`src/spwm_defs.vh`:
```
// Purpose: Constants for the six channel pulse width modulator
// Assumes: Byte offsets are relative to the block base address
// Notes: Definitions only
`ifndef SPWM_DEFS_VH
`define SPWM_DEFS_VH

// Register byte offsets
`define SPWM_GCTL_OFS 8'h00
`define SPWM_CH_BASE 8'h04
`define SPWM_CH_LAST 8'h33
`define SPWM_STAT_OFS 8'h44

// Global control fields, both must be set
`define SPWM_GCTL_EN_A 0
`define SPWM_GCTL_EN_B 4
`define SPWM_GCTL_RST 8'h00

// Channel control word fields
`define SPWM_CTRL_EN 0
`define SPWM_CTRL_LOAD 1
`define SPWM_CTRL_POL 2
`define SPWM_CTRL_UPDN 3
`define SPWM_CTRL_PSC_LO 4
`define SPWM_CTRL_PSC_HI 6
`define SPWM_CTRL_RST 7'h00
`define SPWM_CTRL_W 7
`define SPWM_PSC_MAX 3'h6

// Channel counts word: top count high half, threshold low half
`define SPWM_TOP_LO 16
`define SPWM_THR_LO 0
`define SPWM_CNT_RST 16'h0000

// Register kinds returned by the decoder
`define SPWM_K_GCTL 3'h0
`define SPWM_K_CTRL 3'h1
`define SPWM_K_CNTS 3'h2
`define SPWM_K_STAT 3'h3
`define SPWM_K_NONE 3'h4

// Bus responses
`define SPWM_RESP_OK 2'h0
`define SPWM_RESP_ERR 2'h2

// Master clock derived from aclk by a fractional accumulator
`define SPWM_ACLK_KHZ 250000
`define SPWM_MCLK_KHZ 16000
`define SPWM_ACC_STEP 9'h010
`define SPWM_ACC_MOD 9'h0FA

`endif

```
`src/spwm_end_marker_unused.v`:
```
// Purpose: Reserved file, holds no logic
// Assumes: Nothing
// Notes: The block is spwm_top with its prescaler and channel modules

```
`src/spwm_chan.v`:
```
// Purpose: Counter and compare stage of one channel
// Assumes: tick comes from the channel prescaler
// Notes: Output lags the counter by one cycle
`timescale 1ns/1ps
`default_nettype none
`include "spwm_defs.vh"
module spwm_chan
(
	// Clock and reset
	input wire aclk,
	input wire aresetn,
	input wire ce,
	// Active settings
	input wire tick,
	input wire run,
	input wire updown,
	input wire pol,
	input wire [15:0] top,
	input wire [15:0] thr,
	// Modulated output
	output reg pwm_out
);
	reg [15:0] cnt;
	reg down;
	wire below;

	assign below = (cnt < thr);

	always @(posedge aclk)
	begin
		if (!aresetn)
		begin
			cnt <= `SPWM_CNT_RST;
			down <= 1'b0;
			pwm_out <= 1'b0;
		end
		else if (ce)
		begin
			if (!run)
			begin
				cnt <= `SPWM_CNT_RST; // RQ13
				down <= 1'b0;
				pwm_out <= ~pol;
			end
			else
			begin
				// Toggle at the threshold; polarity picks the level below it
				pwm_out <= pol ? below : ~below; // RQ5 RQ6 RQ13
				if (tick)
				begin
					if (!updown)
					begin
						down <= 1'b0;
						if (cnt >= top)
							cnt <= `SPWM_CNT_RST; // RQ4
						else
							cnt <= cnt + 16'h0001;
					end
					else if (down)
					begin
						if (cnt <= 16'h0001)
						begin
							cnt <= `SPWM_CNT_RST;
							down <= 1'b0;
						end
						else
							cnt <= cnt - 16'h0001; // RQ7
					end
					else if (cnt >= top)
					begin
						// Top of zero or one has nothing to descend, so no down phase
						down <= (top > 16'h0001); // RQ7
						cnt <= (top != 16'h0000) ? cnt - 16'h0001 : `SPWM_CNT_RST;
					end
					else
						cnt <= cnt + 16'h0001;
				end
			end
		end
	end
endmodule
`default_nettype wire

```
`src/spwm_prescale.v`:
```
// Purpose: Power of two prescaler for one channel
// Assumes: mtick is a one cycle 16 MHz master tick
// Notes: Codes above six behave as six
`timescale 1ns/1ps
`default_nettype none
`include "spwm_defs.vh"
module spwm_prescale
(
	// Clock and reset
	input wire aclk,
	input wire aresetn,
	input wire ce,
	// Control
	input wire mtick,
	input wire run,
	input wire [2:0] code,
	// Divided tick
	output reg tick
);
	wire [2:0] k;
	wire [6:0] last;
	reg [6:0] cnt;

	assign k = (code > `SPWM_PSC_MAX) ? `SPWM_PSC_MAX : code;
	// Ratio two to the k plus one; 128 wraps to zero so last is 127
	assign last = (7'h02 << k) - 7'h01; // RQ12

	always @(posedge aclk)
	begin
		if (!aresetn)
		begin
			cnt <= 7'h00;
			tick <= 1'b0;
		end
		else if (ce)
		begin
			tick <= 1'b0;
			if (!run)
				cnt <= 7'h00;
			else if (mtick)
			begin
				if (cnt == last)
				begin
					cnt <= 7'h00;
					tick <= 1'b1; // RQ3
				end
				else
					cnt <= cnt + 7'h01;
			end
		end
	end
endmodule
`default_nettype wire

```
`src/spwm_top.v`:
```
// Purpose: Six channel pulse width modulator with AXI4-Lite registers
// Assumes: aclk at 250 MHz; master tick of 16 MHz made from it
// Notes: ce low freezes every flip-flop, the bus included
//
// The register addresses and the AXI4-Lite register port were left to the implementer.
`timescale 1ns/1ps
`default_nettype none
`include "spwm_defs.vh"

// Operation
// (RQ1) Six outputs, each with its own counter and settings, set independently.
// (RQ2) All counting comes from one 16 MHz master tick into each prescaler.
// (RQ3) Each channel divides the master tick by a power of two, 2 to 128.
// (RQ4) Up mode counts zero to top count, then returns to zero.
// (RQ5) Output toggles where the counter meets the threshold.
// (RQ6) Polarity picks the output level below the threshold, opposite above it.
// (RQ7) Up/down mode counts up to top count, then back down.
// (RQ8) Settings: top, threshold, prescaler code, polarity, mode, enable, load enable.
// (RQ9) Written settings become active only while load enable is set.
// (RQ10) Channel registers sit from offset 0x04 through 0x44; the code decodes them only through 0x33 and puts status at 0x44.
// (RQ11) Software sets global bits 0 and 4 before programming channels.
// (RQ12) Prescaler code k selects ratio two to the power k plus one.
// (RQ13) Positive polarity drives high below threshold; disabled channel holds zero. The code holds a disabled channel at the inverse of its polarity bit.
module spwm_top #
(
	parameter NCH = 6,
	parameter AW = 8
)
(
	// Clock, reset, enable
	input wire aclk,
	input wire aresetn,
	input wire ce,
	// Write address channel
	input wire [AW-1:0] s_axi_awaddr,
	input wire [2:0] s_axi_awprot,
	input wire s_axi_awvalid,
	output reg s_axi_awready,
	// Write data channel
	input wire [31:0] s_axi_wdata,
	input wire [3:0] s_axi_wstrb,
	input wire s_axi_wvalid,
	output reg s_axi_wready,
	// Write response channel
	output reg [1:0] s_axi_bresp,
	output reg s_axi_bvalid,
	input wire s_axi_bready,
	// Read address channel
	input wire [AW-1:0] s_axi_araddr,
	input wire [2:0] s_axi_arprot,
	input wire s_axi_arvalid,
	output reg s_axi_arready,
	// Read data channel
	output reg [31:0] s_axi_rdata,
	output reg [1:0] s_axi_rresp,
	output reg s_axi_rvalid,
	input wire s_axi_rready,
	// Modulated outputs
	output wire [NCH-1:0] pwm_out
);
	// Register kind of a byte address
	function [2:0] reg_kind;
		input [AW-1:0] a;
		begin
			if (a[1:0] != 2'h0)
				reg_kind = `SPWM_K_NONE;
			else if (a == `SPWM_GCTL_OFS)
				reg_kind = `SPWM_K_GCTL;
			else if (a == `SPWM_STAT_OFS)
				reg_kind = `SPWM_K_STAT;
			else if (a >= `SPWM_CH_BASE && a <= `SPWM_CH_LAST)
				reg_kind = a[2] ? `SPWM_K_CTRL : `SPWM_K_CNTS;
			else
				reg_kind = `SPWM_K_NONE;
		end
	endfunction

	// Channel index: control at 04+8n, counts at 08+8n
	function [2:0] reg_ch;
		input [AW-1:0] a;
		reg [AW-1:0] rel;
		begin
			rel = a - `SPWM_CH_BASE;
			reg_ch = rel[5:3];
		end
	endfunction

	// Byte lane merge under write strobes
	function [31:0] merge;
		input [31:0] old;
		input [31:0] nw;
		input [3:0] strb;
		integer b;
		begin
			merge = old;
			for (b = 0; b < 4; b = b + 1)
				if (strb[b])
					merge[b*8 +: 8] = nw[b*8 +: 8];
		end
	endfunction

	// Write holding state
	reg [AW-1:0] aw_addr;
	reg [31:0] w_data;
	reg [3:0] w_strb;
	// Registers as software sees them
	reg [7:0] gctl;
	reg [NCH*`SPWM_CTRL_W-1:0] pend_ctrl;
	reg [NCH*32-1:0] pend_cnts;
	// Master tick accumulator
	reg [8:0] acc;
	reg mtick;

	wire g_ok;
	wire do_wr;
	wire [2:0] wr_kind;
	wire [2:0] wr_ch;
	wire [2:0] rd_kind;
	wire [2:0] rd_ch;
	wire [NCH-1:0] act_en;
	wire [8:0] acc_sum;
	wire [31:0] gctl_m;
	wire [31:0] ctrl_m;
	reg [31:0] rd_word;
	integer i;

	assign g_ok = gctl[`SPWM_GCTL_EN_A] & gctl[`SPWM_GCTL_EN_B];
	// Address and data are both held and no response is outstanding
	assign do_wr = ~s_axi_awready & ~s_axi_wready & ~s_axi_bvalid;
	assign wr_kind = reg_kind(aw_addr);
	assign wr_ch = reg_ch(aw_addr);
	assign rd_kind = reg_kind(s_axi_araddr);
	assign rd_ch = reg_ch(s_axi_araddr);
	assign acc_sum = acc + `SPWM_ACC_STEP;
	// Only the addressed channel is written, so one merged word serves all six
	assign gctl_m = merge({24'h000000, gctl}, w_data, w_strb);
	assign ctrl_m = merge({25'h0000000, pend_ctrl[wr_ch*`SPWM_CTRL_W +: `SPWM_CTRL_W]},
		w_data, w_strb);

	// 16 ticks every 250 cycles: 16 MHz on average with bounded jitter
	always @(posedge aclk)
	begin
		if (!aresetn)
		begin
			acc <= 9'h000;
			mtick <= 1'b0;
		end
		else if (ce)
		begin
			if (acc_sum >= `SPWM_ACC_MOD)
			begin
				acc <= acc_sum - `SPWM_ACC_MOD; // RQ2
				mtick <= 1'b1;
			end
			else
			begin
				acc <= acc_sum;
				mtick <= 1'b0;
			end
		end
	end

	// Write side: address and data taken in either order
	always @(posedge aclk)
	begin
		if (!aresetn)
		begin
			s_axi_awready <= 1'b1;
			s_axi_wready <= 1'b1;
			s_axi_bvalid <= 1'b0;
			s_axi_bresp <= `SPWM_RESP_OK;
			aw_addr <= {AW{1'b0}};
			w_data <= 32'h00000000;
			w_strb <= 4'h0;
			gctl <= `SPWM_GCTL_RST;
			pend_ctrl <= {NCH{`SPWM_CTRL_RST}};
			pend_cnts <= {NCH{32'h00000000}};
		end
		else if (ce)
		begin
			if (s_axi_awready && s_axi_awvalid)
			begin
				aw_addr <= s_axi_awaddr;
				s_axi_awready <= 1'b0;
			end
			if (s_axi_wready && s_axi_wvalid)
			begin
				w_data <= s_axi_wdata;
				w_strb <= s_axi_wstrb;
				s_axi_wready <= 1'b0;
			end
			if (do_wr)
			begin
				s_axi_bvalid <= 1'b1;
				s_axi_bresp <= (wr_kind == `SPWM_K_NONE) ? `SPWM_RESP_ERR : `SPWM_RESP_OK;
				if (wr_kind == `SPWM_K_GCTL)
					gctl <= gctl_m[7:0];
				// Channel writes are dropped until the global enables are set
				for (i = 0; i < NCH; i = i + 1)
				begin
					if (g_ok && wr_ch == i && wr_kind == `SPWM_K_CTRL) // RQ11 RQ10
						pend_ctrl[i*`SPWM_CTRL_W +: `SPWM_CTRL_W] <= ctrl_m[`SPWM_CTRL_W-1:0];
					if (g_ok && wr_ch == i && wr_kind == `SPWM_K_CNTS) // RQ11 RQ10
						pend_cnts[i*32 +: 32] <= merge(pend_cnts[i*32 +: 32], w_data, w_strb);
				end
			end
			if (s_axi_bvalid && s_axi_bready)
			begin
				s_axi_bvalid <= 1'b0;
				s_axi_awready <= 1'b1;
				s_axi_wready <= 1'b1;
			end
		end
	end

	// Read word mux
	always @*
	begin
		rd_word = 32'h00000000;
		case (rd_kind)
			`SPWM_K_GCTL:
				rd_word = {24'h000000, gctl};
			`SPWM_K_CTRL:
				rd_word = {25'h0000000, pend_ctrl[rd_ch*`SPWM_CTRL_W +: `SPWM_CTRL_W]};
			`SPWM_K_CNTS:
				rd_word = pend_cnts[rd_ch*32 +: 32];
			`SPWM_K_STAT:
				rd_word = {15'h0000, g_ok, 2'h0, act_en, 2'h0, pwm_out};
			default:
				rd_word = 32'h00000000;
		endcase
	end

	// Read side: data registered at the address handshake
	always @(posedge aclk)
	begin
		if (!aresetn)
		begin
			s_axi_arready <= 1'b1;
			s_axi_rvalid <= 1'b0;
			s_axi_rdata <= 32'h00000000;
			s_axi_rresp <= `SPWM_RESP_OK;
		end
		else if (ce)
		begin
			if (s_axi_arready && s_axi_arvalid)
			begin
				s_axi_arready <= 1'b0;
				s_axi_rvalid <= 1'b1;
				s_axi_rdata <= rd_word;
				s_axi_rresp <= (rd_kind == `SPWM_K_NONE) ? `SPWM_RESP_ERR : `SPWM_RESP_OK;
			end
			else if (s_axi_rvalid && s_axi_rready)
			begin
				s_axi_rvalid <= 1'b0;
				s_axi_arready <= 1'b1;
			end
		end
	end

	// One independent channel per index
	genvar g;
	generate
		for (g = 0; g < NCH; g = g + 1)
		begin : ch
			reg [`SPWM_CTRL_W-1:0] act_ctrl;
			reg [15:0] act_top;
			reg [15:0] act_thr;
			wire [`SPWM_CTRL_W-1:0] pc;
			wire tick;
			wire run;

			assign pc = pend_ctrl[g*`SPWM_CTRL_W +: `SPWM_CTRL_W];
			assign run = g_ok & act_ctrl[`SPWM_CTRL_EN];
			assign act_en[g] = act_ctrl[`SPWM_CTRL_EN];

			// Shadow copy follows the written settings only while load is set
			always @(posedge aclk)
			begin
				if (!aresetn)
				begin
					act_ctrl <= `SPWM_CTRL_RST;
					act_top <= `SPWM_CNT_RST;
					act_thr <= `SPWM_CNT_RST;
				end
				else if (ce && pc[`SPWM_CTRL_LOAD])
				begin
					act_ctrl <= pc; // RQ9 RQ8
					act_top <= pend_cnts[g*32+`SPWM_TOP_LO +: 16]; // RQ9 RQ8
					act_thr <= pend_cnts[g*32+`SPWM_THR_LO +: 16]; // RQ9 RQ8
				end
			end

			spwm_prescale u_psc
			(
				.aclk(aclk),
				.aresetn(aresetn),
				.ce(ce),
				.mtick(mtick),
				.run(run),
				.code(act_ctrl[`SPWM_CTRL_PSC_HI:`SPWM_CTRL_PSC_LO]),
				.tick(tick)
			);

			spwm_chan u_chan // RQ1
			(
				.aclk(aclk),
				.aresetn(aresetn),
				.ce(ce),
				.tick(tick),
				.run(run),
				.updown(act_ctrl[`SPWM_CTRL_UPDN]),
				.pol(act_ctrl[`SPWM_CTRL_POL]),
				.top(act_top),
				.thr(act_thr),
				.pwm_out(pwm_out[g])
			);
		end
	endgenerate
endmodule
`default_nettype wire

```
`config.mk`:
```
export PLATFORM = sky130hd
export DESIGN_NAME = spwm_top
export DESIGN_NICKNAME = d
export VERILOG_FILES = /design/src/spwm_end_marker_unused.v /design/src/spwm_chan.v /design/src/spwm_prescale.v /design/src/spwm_top.v
export VERILOG_INCLUDE_DIRS = /design/src
export SDC_FILE = /design/constraint.sdc
export NUM_CORES = 2
export LEC_CHECK = 0
export BUFFER_PORTS_ARGS = -buffer_cell sky130_fd_sc_hd__buf_2
export CORE_MARGIN = 5
export CORE_UTILIZATION = 38
export DETAILED_ROUTE_END_ITERATION = 8
export PLACE_DENSITY = 0.53
export SYNTH_ARGS = -nofsm -noshare
export SYNTH_HDL_FRONTEND = slang
export SYNTH_SLANG_ARGS = --single-unit
```
`constraint.sdc`:
```
create_clock -name aclk -period 2.93 [get_ports aclk]
set_input_delay 0.7325 -clock aclk [delete_from_list [all_inputs] [get_ports aclk]]
set_output_delay 0.7325 -clock aclk [all_outputs]
set_load 0.01 [all_outputs]
```
* Yosys cells after proc, flatten, opt, wreduce, memory -nomap -nowiden
Index checks and enable logic that the tools add are counted.
** Word-level totals
- Register bits :: 727
- Bits of input ports :: 66
- Output and inout bits :: 47
- Word-level logic and storage cells :: 485
** Cells by class
- $add $sub $neg :: 28
- $mul :: 2
- Order comparisons :: 35
- Equal/unequal tests :: 32
- Shift operators :: 9
- Mux-type cells :: 164
- Bitwise gates (word level) :: 24
- Reduce and logical (&&, ||, !) cells :: 99
** Operator list (count)
- $mux W16 :: 48
- $shiftx A192 B9 Y32 :: 1
- $mux W7 :: 19
- $pmux W32 S4 :: 1
- $reduce_and A4 Y1 :: 25
- $add A16 B1 Y16 const B :: 6
- $ge A16 B16 Y1 :: 6
- $gt A16 B1 Y1 const B :: 6
- $le A16 B1 Y1 const B :: 6
- $lt A16 B16 Y1 :: 6
- $reduce_bool A16 Y1 :: 6
- $sub A16 B1 Y16 const B :: 6
- $shiftx A42 B7 Y7 :: 2
- $mux W1 :: 77
- $add A7 B1 Y7 const B :: 6
- $eq A7 B7 Y1 :: 6
- $mux W3 :: 14
- $shl A2 B3 Y7 const A :: 6
- $sub A7 B1 Y7 const B :: 6
- $reduce_and A2 Y1 :: 20
- $logic_and A1 B1 Y1 :: 31
- $ne A2 B2 Y1 const B :: 12
- $gt A3 B3 Y1 const B :: 6
- $reduce_and A3 Y1 :: 6
- other kinds (18) :: 65

* Depth between registers and ports, before layout
- Depth in word-level cells :: 9
- Depth in mapped cells :: 12
- Mapped depth without buffers :: 10

* Hierarchy
A second synthesis with hierarchy kept.
** Second synthesis, totals
- Cell total of the unflattened synthesis :: 4968
- Area total of the unflattened synthesis :: 39930.8 µm²
** Modules (own cells, without submodules)
- spwm_top :: times used 1, cells an instance 2589, area an instance 22481.6 µm², sequential area each 11250.8 µm²
- spwm_chan at ch[0].u_chan ... :: times used 5, cells an instance 324, area an instance 2313.5 µm², sequential area each 360.3 µm²
- spwm_prescale :: times used 6, cells an instance 73, area an instance 589.3 µm², sequential area each 160.2 µm²
- spwm_chan at ch[3].u_chan :: times used 1, cells an instance 321, area an instance 2346.0 µm², sequential area each 360.3 µm²

* Worst setup path before layout
OpenSTA, ideal clock, no wires.
- Path kind :: input port to flip-flop
- From :: input s_axi_araddr[2]
- To :: register s_axi_rdata[21]
- Setup time :: 128 ps
- Arrival :: 2953 ps
- Data required time :: 2802 ps
- Path slack :: -150 ps
- Stages :: 9
- Path buffers :: 3
- Path through :: inv_1 > ha_1 > buf_2 > buf_2 > buf_1 > mux4_2 > a21oi_1 > a2bb2oi_1 > nor2_1
** Between the ends
- Word-level cells in the longest chain between the ends :: 8
- Elaborated cells between the ends (all ways) :: 17
- Those cells by class :: add/sub: 1; order compare: 2; eq/ne: 4; shift: 1; mux: 6; reduce/logical: 3
** RTL lines
- start, declared :: line spwm_top.v:49 : input wire [AW-1:0] s_axi_araddr,
- branches (longest 7 deep; another with $sub A6 B3 Y6)
- $pmux W32 S4 * :: line spwm_top.v:220 : case (rd_kind)
- end signal, assigned :: line spwm_top.v:250 : s_axi_rdata <= rd_word;
- end, declared :: line spwm_top.v:54 : output reg [31:0] s_axi_rdata,
Mark *: on every way between the ends.
A chain may end at the register's enable or synchronous reset.

* Final worst setup path
- From :: register ch[4].act_top[9]
- To :: register ch[4].u_chan.cnt[13]
** Between the ends
- Word-level cells in the longest chain between the ends :: 7
- Elaborated cells between the ends (all ways) :: 9
- Those cells by class :: order compare: 1; mux: 7; reduce/logical: 1
** RTL lines
- start, declared :: line spwm_top.v:267 : reg [15:0] act_top;
- start signal, assigned :: line spwm_top.v:283 : act_top <= `SPWM_CNT_RST;
- start signal, assigned :: line spwm_top.v:289 : act_top <= pend_cnts[g*32+`SPWM_TOP_LO +: 16];
- branches (longest 4 deep; another with $ge A16 B16 Y1)
- $mux W16 * :: line spwm_chan.v:51 : if (!updown)
- $mux W16 * :: line spwm_chan.v:49 : if (tick)
- $mux W16 * :: line spwm_chan.v:39 : if (!run)
- end signal, assigned :: line spwm_chan.v:41 : cnt <= `SPWM_CNT_RST;
- end signal, assigned :: line spwm_chan.v:55 : cnt <= `SPWM_CNT_RST;
- end signal, assigned :: line spwm_chan.v:63 : cnt <= `SPWM_CNT_RST;
- end, declared :: line spwm_chan.v:23 : reg [15:0] cnt;
Mark *: on every way between the ends. The select of a mux whose other input is x is not followed.

==> results.sh <==
export IMPL_endpoint_kind="flop"
export IMPL_r2r_cells=10
export IMPL_synth_enable_flop_cells=0
export IMPL_synth_area_leaders="dfxtp_1 37%, nand2_1 8.4%, ha_1 7.1%"
export IMPL_wl_per_cell_microns=22.4
export IMPL_syn_avg_cell_area_sq_um=7.99
export IMPL_via_per_inst=5.66
export IMPL_grt_usage_pct=26.0
export IMPL_max_freq_ghz=0.352
export IMPL_hold_depth=3
export IMPL_clkSlewWorstSetupHoldPaths_ns=0.06
export IMPL_powerDensity_nw_per_um2=482
export IMPL_vias=36600
export IMPL_stdcell_count=6477
export IMPL_io_pins=113
export IMPL_die_area_sq_um=108000
export IMPL_finalMaxSlewViolations=0
export IMPL_min_from="s_axi_wdata[24]"
export IMPL_startpoint="ch[4].act_top[9]$_SDFFE_PN0P_"
export IMPL_relSlewSlack_pct=40.0
export IMPL_cts_sinks=718
export IMPL_crit_fanout=7
export IMPL_grt_max_degree=108
export IMPL_cts_root_buf="clkbuf_16"
export IMPL_cts_hold_buf=0
export IMPL_io_buffer_count=104
export IMPL_seq_area_sq_um=14400
export IMPL_first_pass_iters=8
export IMPL_grt_overflow_total=0
export IMPL_gp_congestion=0.929
export IMPL_hold_path_class="in -> reg"
export IMPL_hpwl_microns=111000
export IMPL_design_area_sq_um=45200
export IMPL_synth_top_area_share_pct=37.2
export IMPL_multi_input_comb_area_sq_um=22300
export IMPL_drtIter0Drc=3442
export IMPL_h_tree_depth=3
export IMPL_p_leak_uw=0.0175
export IMPL_antenna_found_initial=9
export IMPL_placed_cells=6318
export IMPL_finalWirelength_microns=145000
export IMPL_drc=0
export IMPL_r2r_end="ch[4].u_chan.cnt[13]$_SDFFE_PN0P_"
export IMPL_finalClockSkew_ns=0.0432
export IMPL_outcome="complete, no violations"
export IMPL_maxCapViolCount=0
export IMPL_fin_crit_ns=2.84
export IMPL_drive_above_1_share_pct=12.8
export IMPL_dpl_cell_area_sq_um=42300
export IMPL_post_route_period_util_pct=96.8
export IMPL_netlist_instances=4838
export IMPL_rsz0062_at_grt="no"
export IMPL_start_util_pct=38.1
export IMPL_cts_max_path_buffers=3
export IMPL_holdPathEnd="w_data[24]$_SDFFE_PN0P_"
export IMPL_cts_made_buffers=87
export IMPL_worstPathArrival_ns=3.38
export IMPL_ir_worst_vdd_uv=381
export IMPL_grt_pass1_vias=33600
export IMPL_synth_top_area_cell="dfxtp_1"
export IMPL_path_class="reg -> reg"
export IMPL_ys_warn_count=0
export IMPL_design_final_nets=5326
export IMPL_num_rows=117
export IMPL_tightest_slew_ns=0.899
export IMPL_yosysUniqueCellTypes=106
export IMPL_setup_viol=0
export IMPL_final_hold_viol_count=0
export IMPL_worst_ep_required_time_ns=3.47
export IMPL_area_growth_pct=17.1
export IMPL_rr_startpoint="ch[4].act_top[9]$_SDFFE_PN0P_"
export IMPL_cp_start_kind="flop"
export IMPL_synth_async_reset_ratio_pct=0
export IMPL_fin_tns_setup_ns=0
export IMPL_ys_ff_latch=718
export IMPL_clkLatencyLatePin_ns=0.67
export IMPL_grt_first_pass_wirelength_microns=217000
export IMPL_die_y_microns=329
export IMPL_synthFlopType="dfxtp_1"
export IMPL_antenna_left=0
export IMPL_coreArea_sq_um=101000
export IMPL_ys_seq_area_share_pct=37.2
export IMPL_tritoncts="done"
export IMPL_nFillCells=10300
export IMPL_syn_area_sq_um=38600
export IMPL_r2r_setup_slack_ns=0.09
export IMPL_die_width_microns=329
routing by layer:
metal / wire length [microns] / global-route usage [%]
met2: 62700 / 39.8
met1: 67100 / 37.6
met5: 47 / 0
met4: 4100 / 7.38
met3: 11200 / 4.47
cell type report:
cell class,instances,share of cell area [%]
flip-flops and latches,718,31.8
clock buffers,131,5.74
inverters,256,2.14
clock inverters,23,0.528
repair buffers,396,6.81
multi-input cells,3581,49.2
diodes,4,0.0221
well taps,1368,3.78
Yosys cell counts, types with 25 or more instances:
library cell  count
mux4_2           46
and3_1           39
ha_1            220
nor4_1           45
o21ai_0         200
buf_2            27
a21oi_1         549
clkbuf_1        226
nand3_1         117
dfxtp_1         718
a211oi_1         25
nand2b_1         25
a21o_1           64
nand4_1          70
nor3_1          121
nor2_1          418
mux2i_1         203
inv_1           255
xor2_1           41
nand2_1         866
or3_1            30
xnor2_1          29
timing repair:
action	in CTS	in global routing
endpoints found under the hold margin	0	0
endpoints found under the setup margin	16	70
setup buffers	1	0
resized for setup	2	15
pin swaps	0	5
sequential cells by signal (all words and copies together), names as in the netlist, 4 cells and up:
name               count
acc                    8
aw_addr                8
ch.act_ctrl           36
ch.act_thr            96
ch.act_top            96
ch.u_chan.cnt         96
ch.u_chan.down         6
ch.u_chan.pwm_out      6
ch.u_psc.cnt          42
ch.u_psc.tick          6
gctl                   8
pend_cnts            192
pend_ctrl             42
s_axi_rdata           32
w_data                32
w_strb                 4
per-stage QoR:
| step | hold slack, ns | worst slack [ns] | util [%] | power, uW |
|---|---|---|---|---|
| 6_report | 0.287 | 0.0925 | 44.6 | 21800 |
| 5_1_grt | 0.279 | 0.0188 | 44.6 | 22500 |
| 4_1_cts | 0.255 | 0.0119 | 44.5 | 22000 |
| 3_5_place_dp | 0.448 | -0.0982 | 41.7 | 11200 |
| 3_3_place_gp | 0.444 | -0.0608 | 41.7 | 11200 |
| 2_1_floorplan | 0.436 | 0.0561 | - | 10700 |
power breakdown:
part | internal (uW) | switching [uW]
registers | 9810 | 129
clock network | 6300 | 4520
logic | 355 | 679
how the worst max path moves through the flow:
| stage | end | slack (ns) | cells past startpoint |
|---|---|---|---|
| 2_1_floorplan | s_axi_rdata[10]$_SDFFE_PN0P_ | 0.06 | 12 |
| 3_3_place_gp | s_axi_rdata[8]$_SDFFE_PN0P_ | -0.06 | 11 |
| 3_5_place_dp | s_axi_rdata[9]$_SDFFE_PN0P_ | -0.1 | 11 |
| 4_1_cts | ch[0].u_chan.cnt[15]$_SDFFE_PN0P_ | 0.01 | 11 |
| 5_1_grt | pend_cnts[26]$_SDFFE_PN0P_ | 0.02 | 12 |
| 6_report | ch[4].u_chan.cnt[13]$_SDFFE_PN0P_ | 0.09 | 10 |
worst max-delay path, cell delays in order, from the launching register on:
cell	delay, ns
dfxtp_1	0.35
inv_1	0.05
ha_1	0.30
a21o_1	0.18
a21o_1	0.17
a221o_1	0.33
a2111o_1	0.49
o21ai_4	0.19
nor2_4	0.08
a221o_1	0.34
a22o_1	0.24
logic make-up (layout without fill, tap and decap cells):
kind of cell,after synthesis,after routing,synth area share (%)
simple gates,1850,1850,21.4
compound gates,1186,1186,19.1
flops,718,718,37.2
buf+inv,540,806,5.50
mux,251,251,8.00
fa+ha+maj,221,221,7.15
xor+xnor,71,71,1.63
other cells,1,6,0.00971
cells in the final DEF (no fill, tap or decap), drive strengths merged, types with 21 or more instances in the layout:
cell type,n
nand2,867
dfxtp,718
a21oi,550
nor2,422
buf,396
inv,259
ha,220
o21ai,207
mux2i,203
clkbuf,131
nor3,126
nand3,125
nand4,70
a21o,64
nor4,49
mux4,46
xor2,41
and3,39
or3,32
xnor2,30
nand2b,25
a211oi,25
a31oi,24
o22ai,24
o31ai,23
a221oi,21
(Power assumes the default switching activity.)
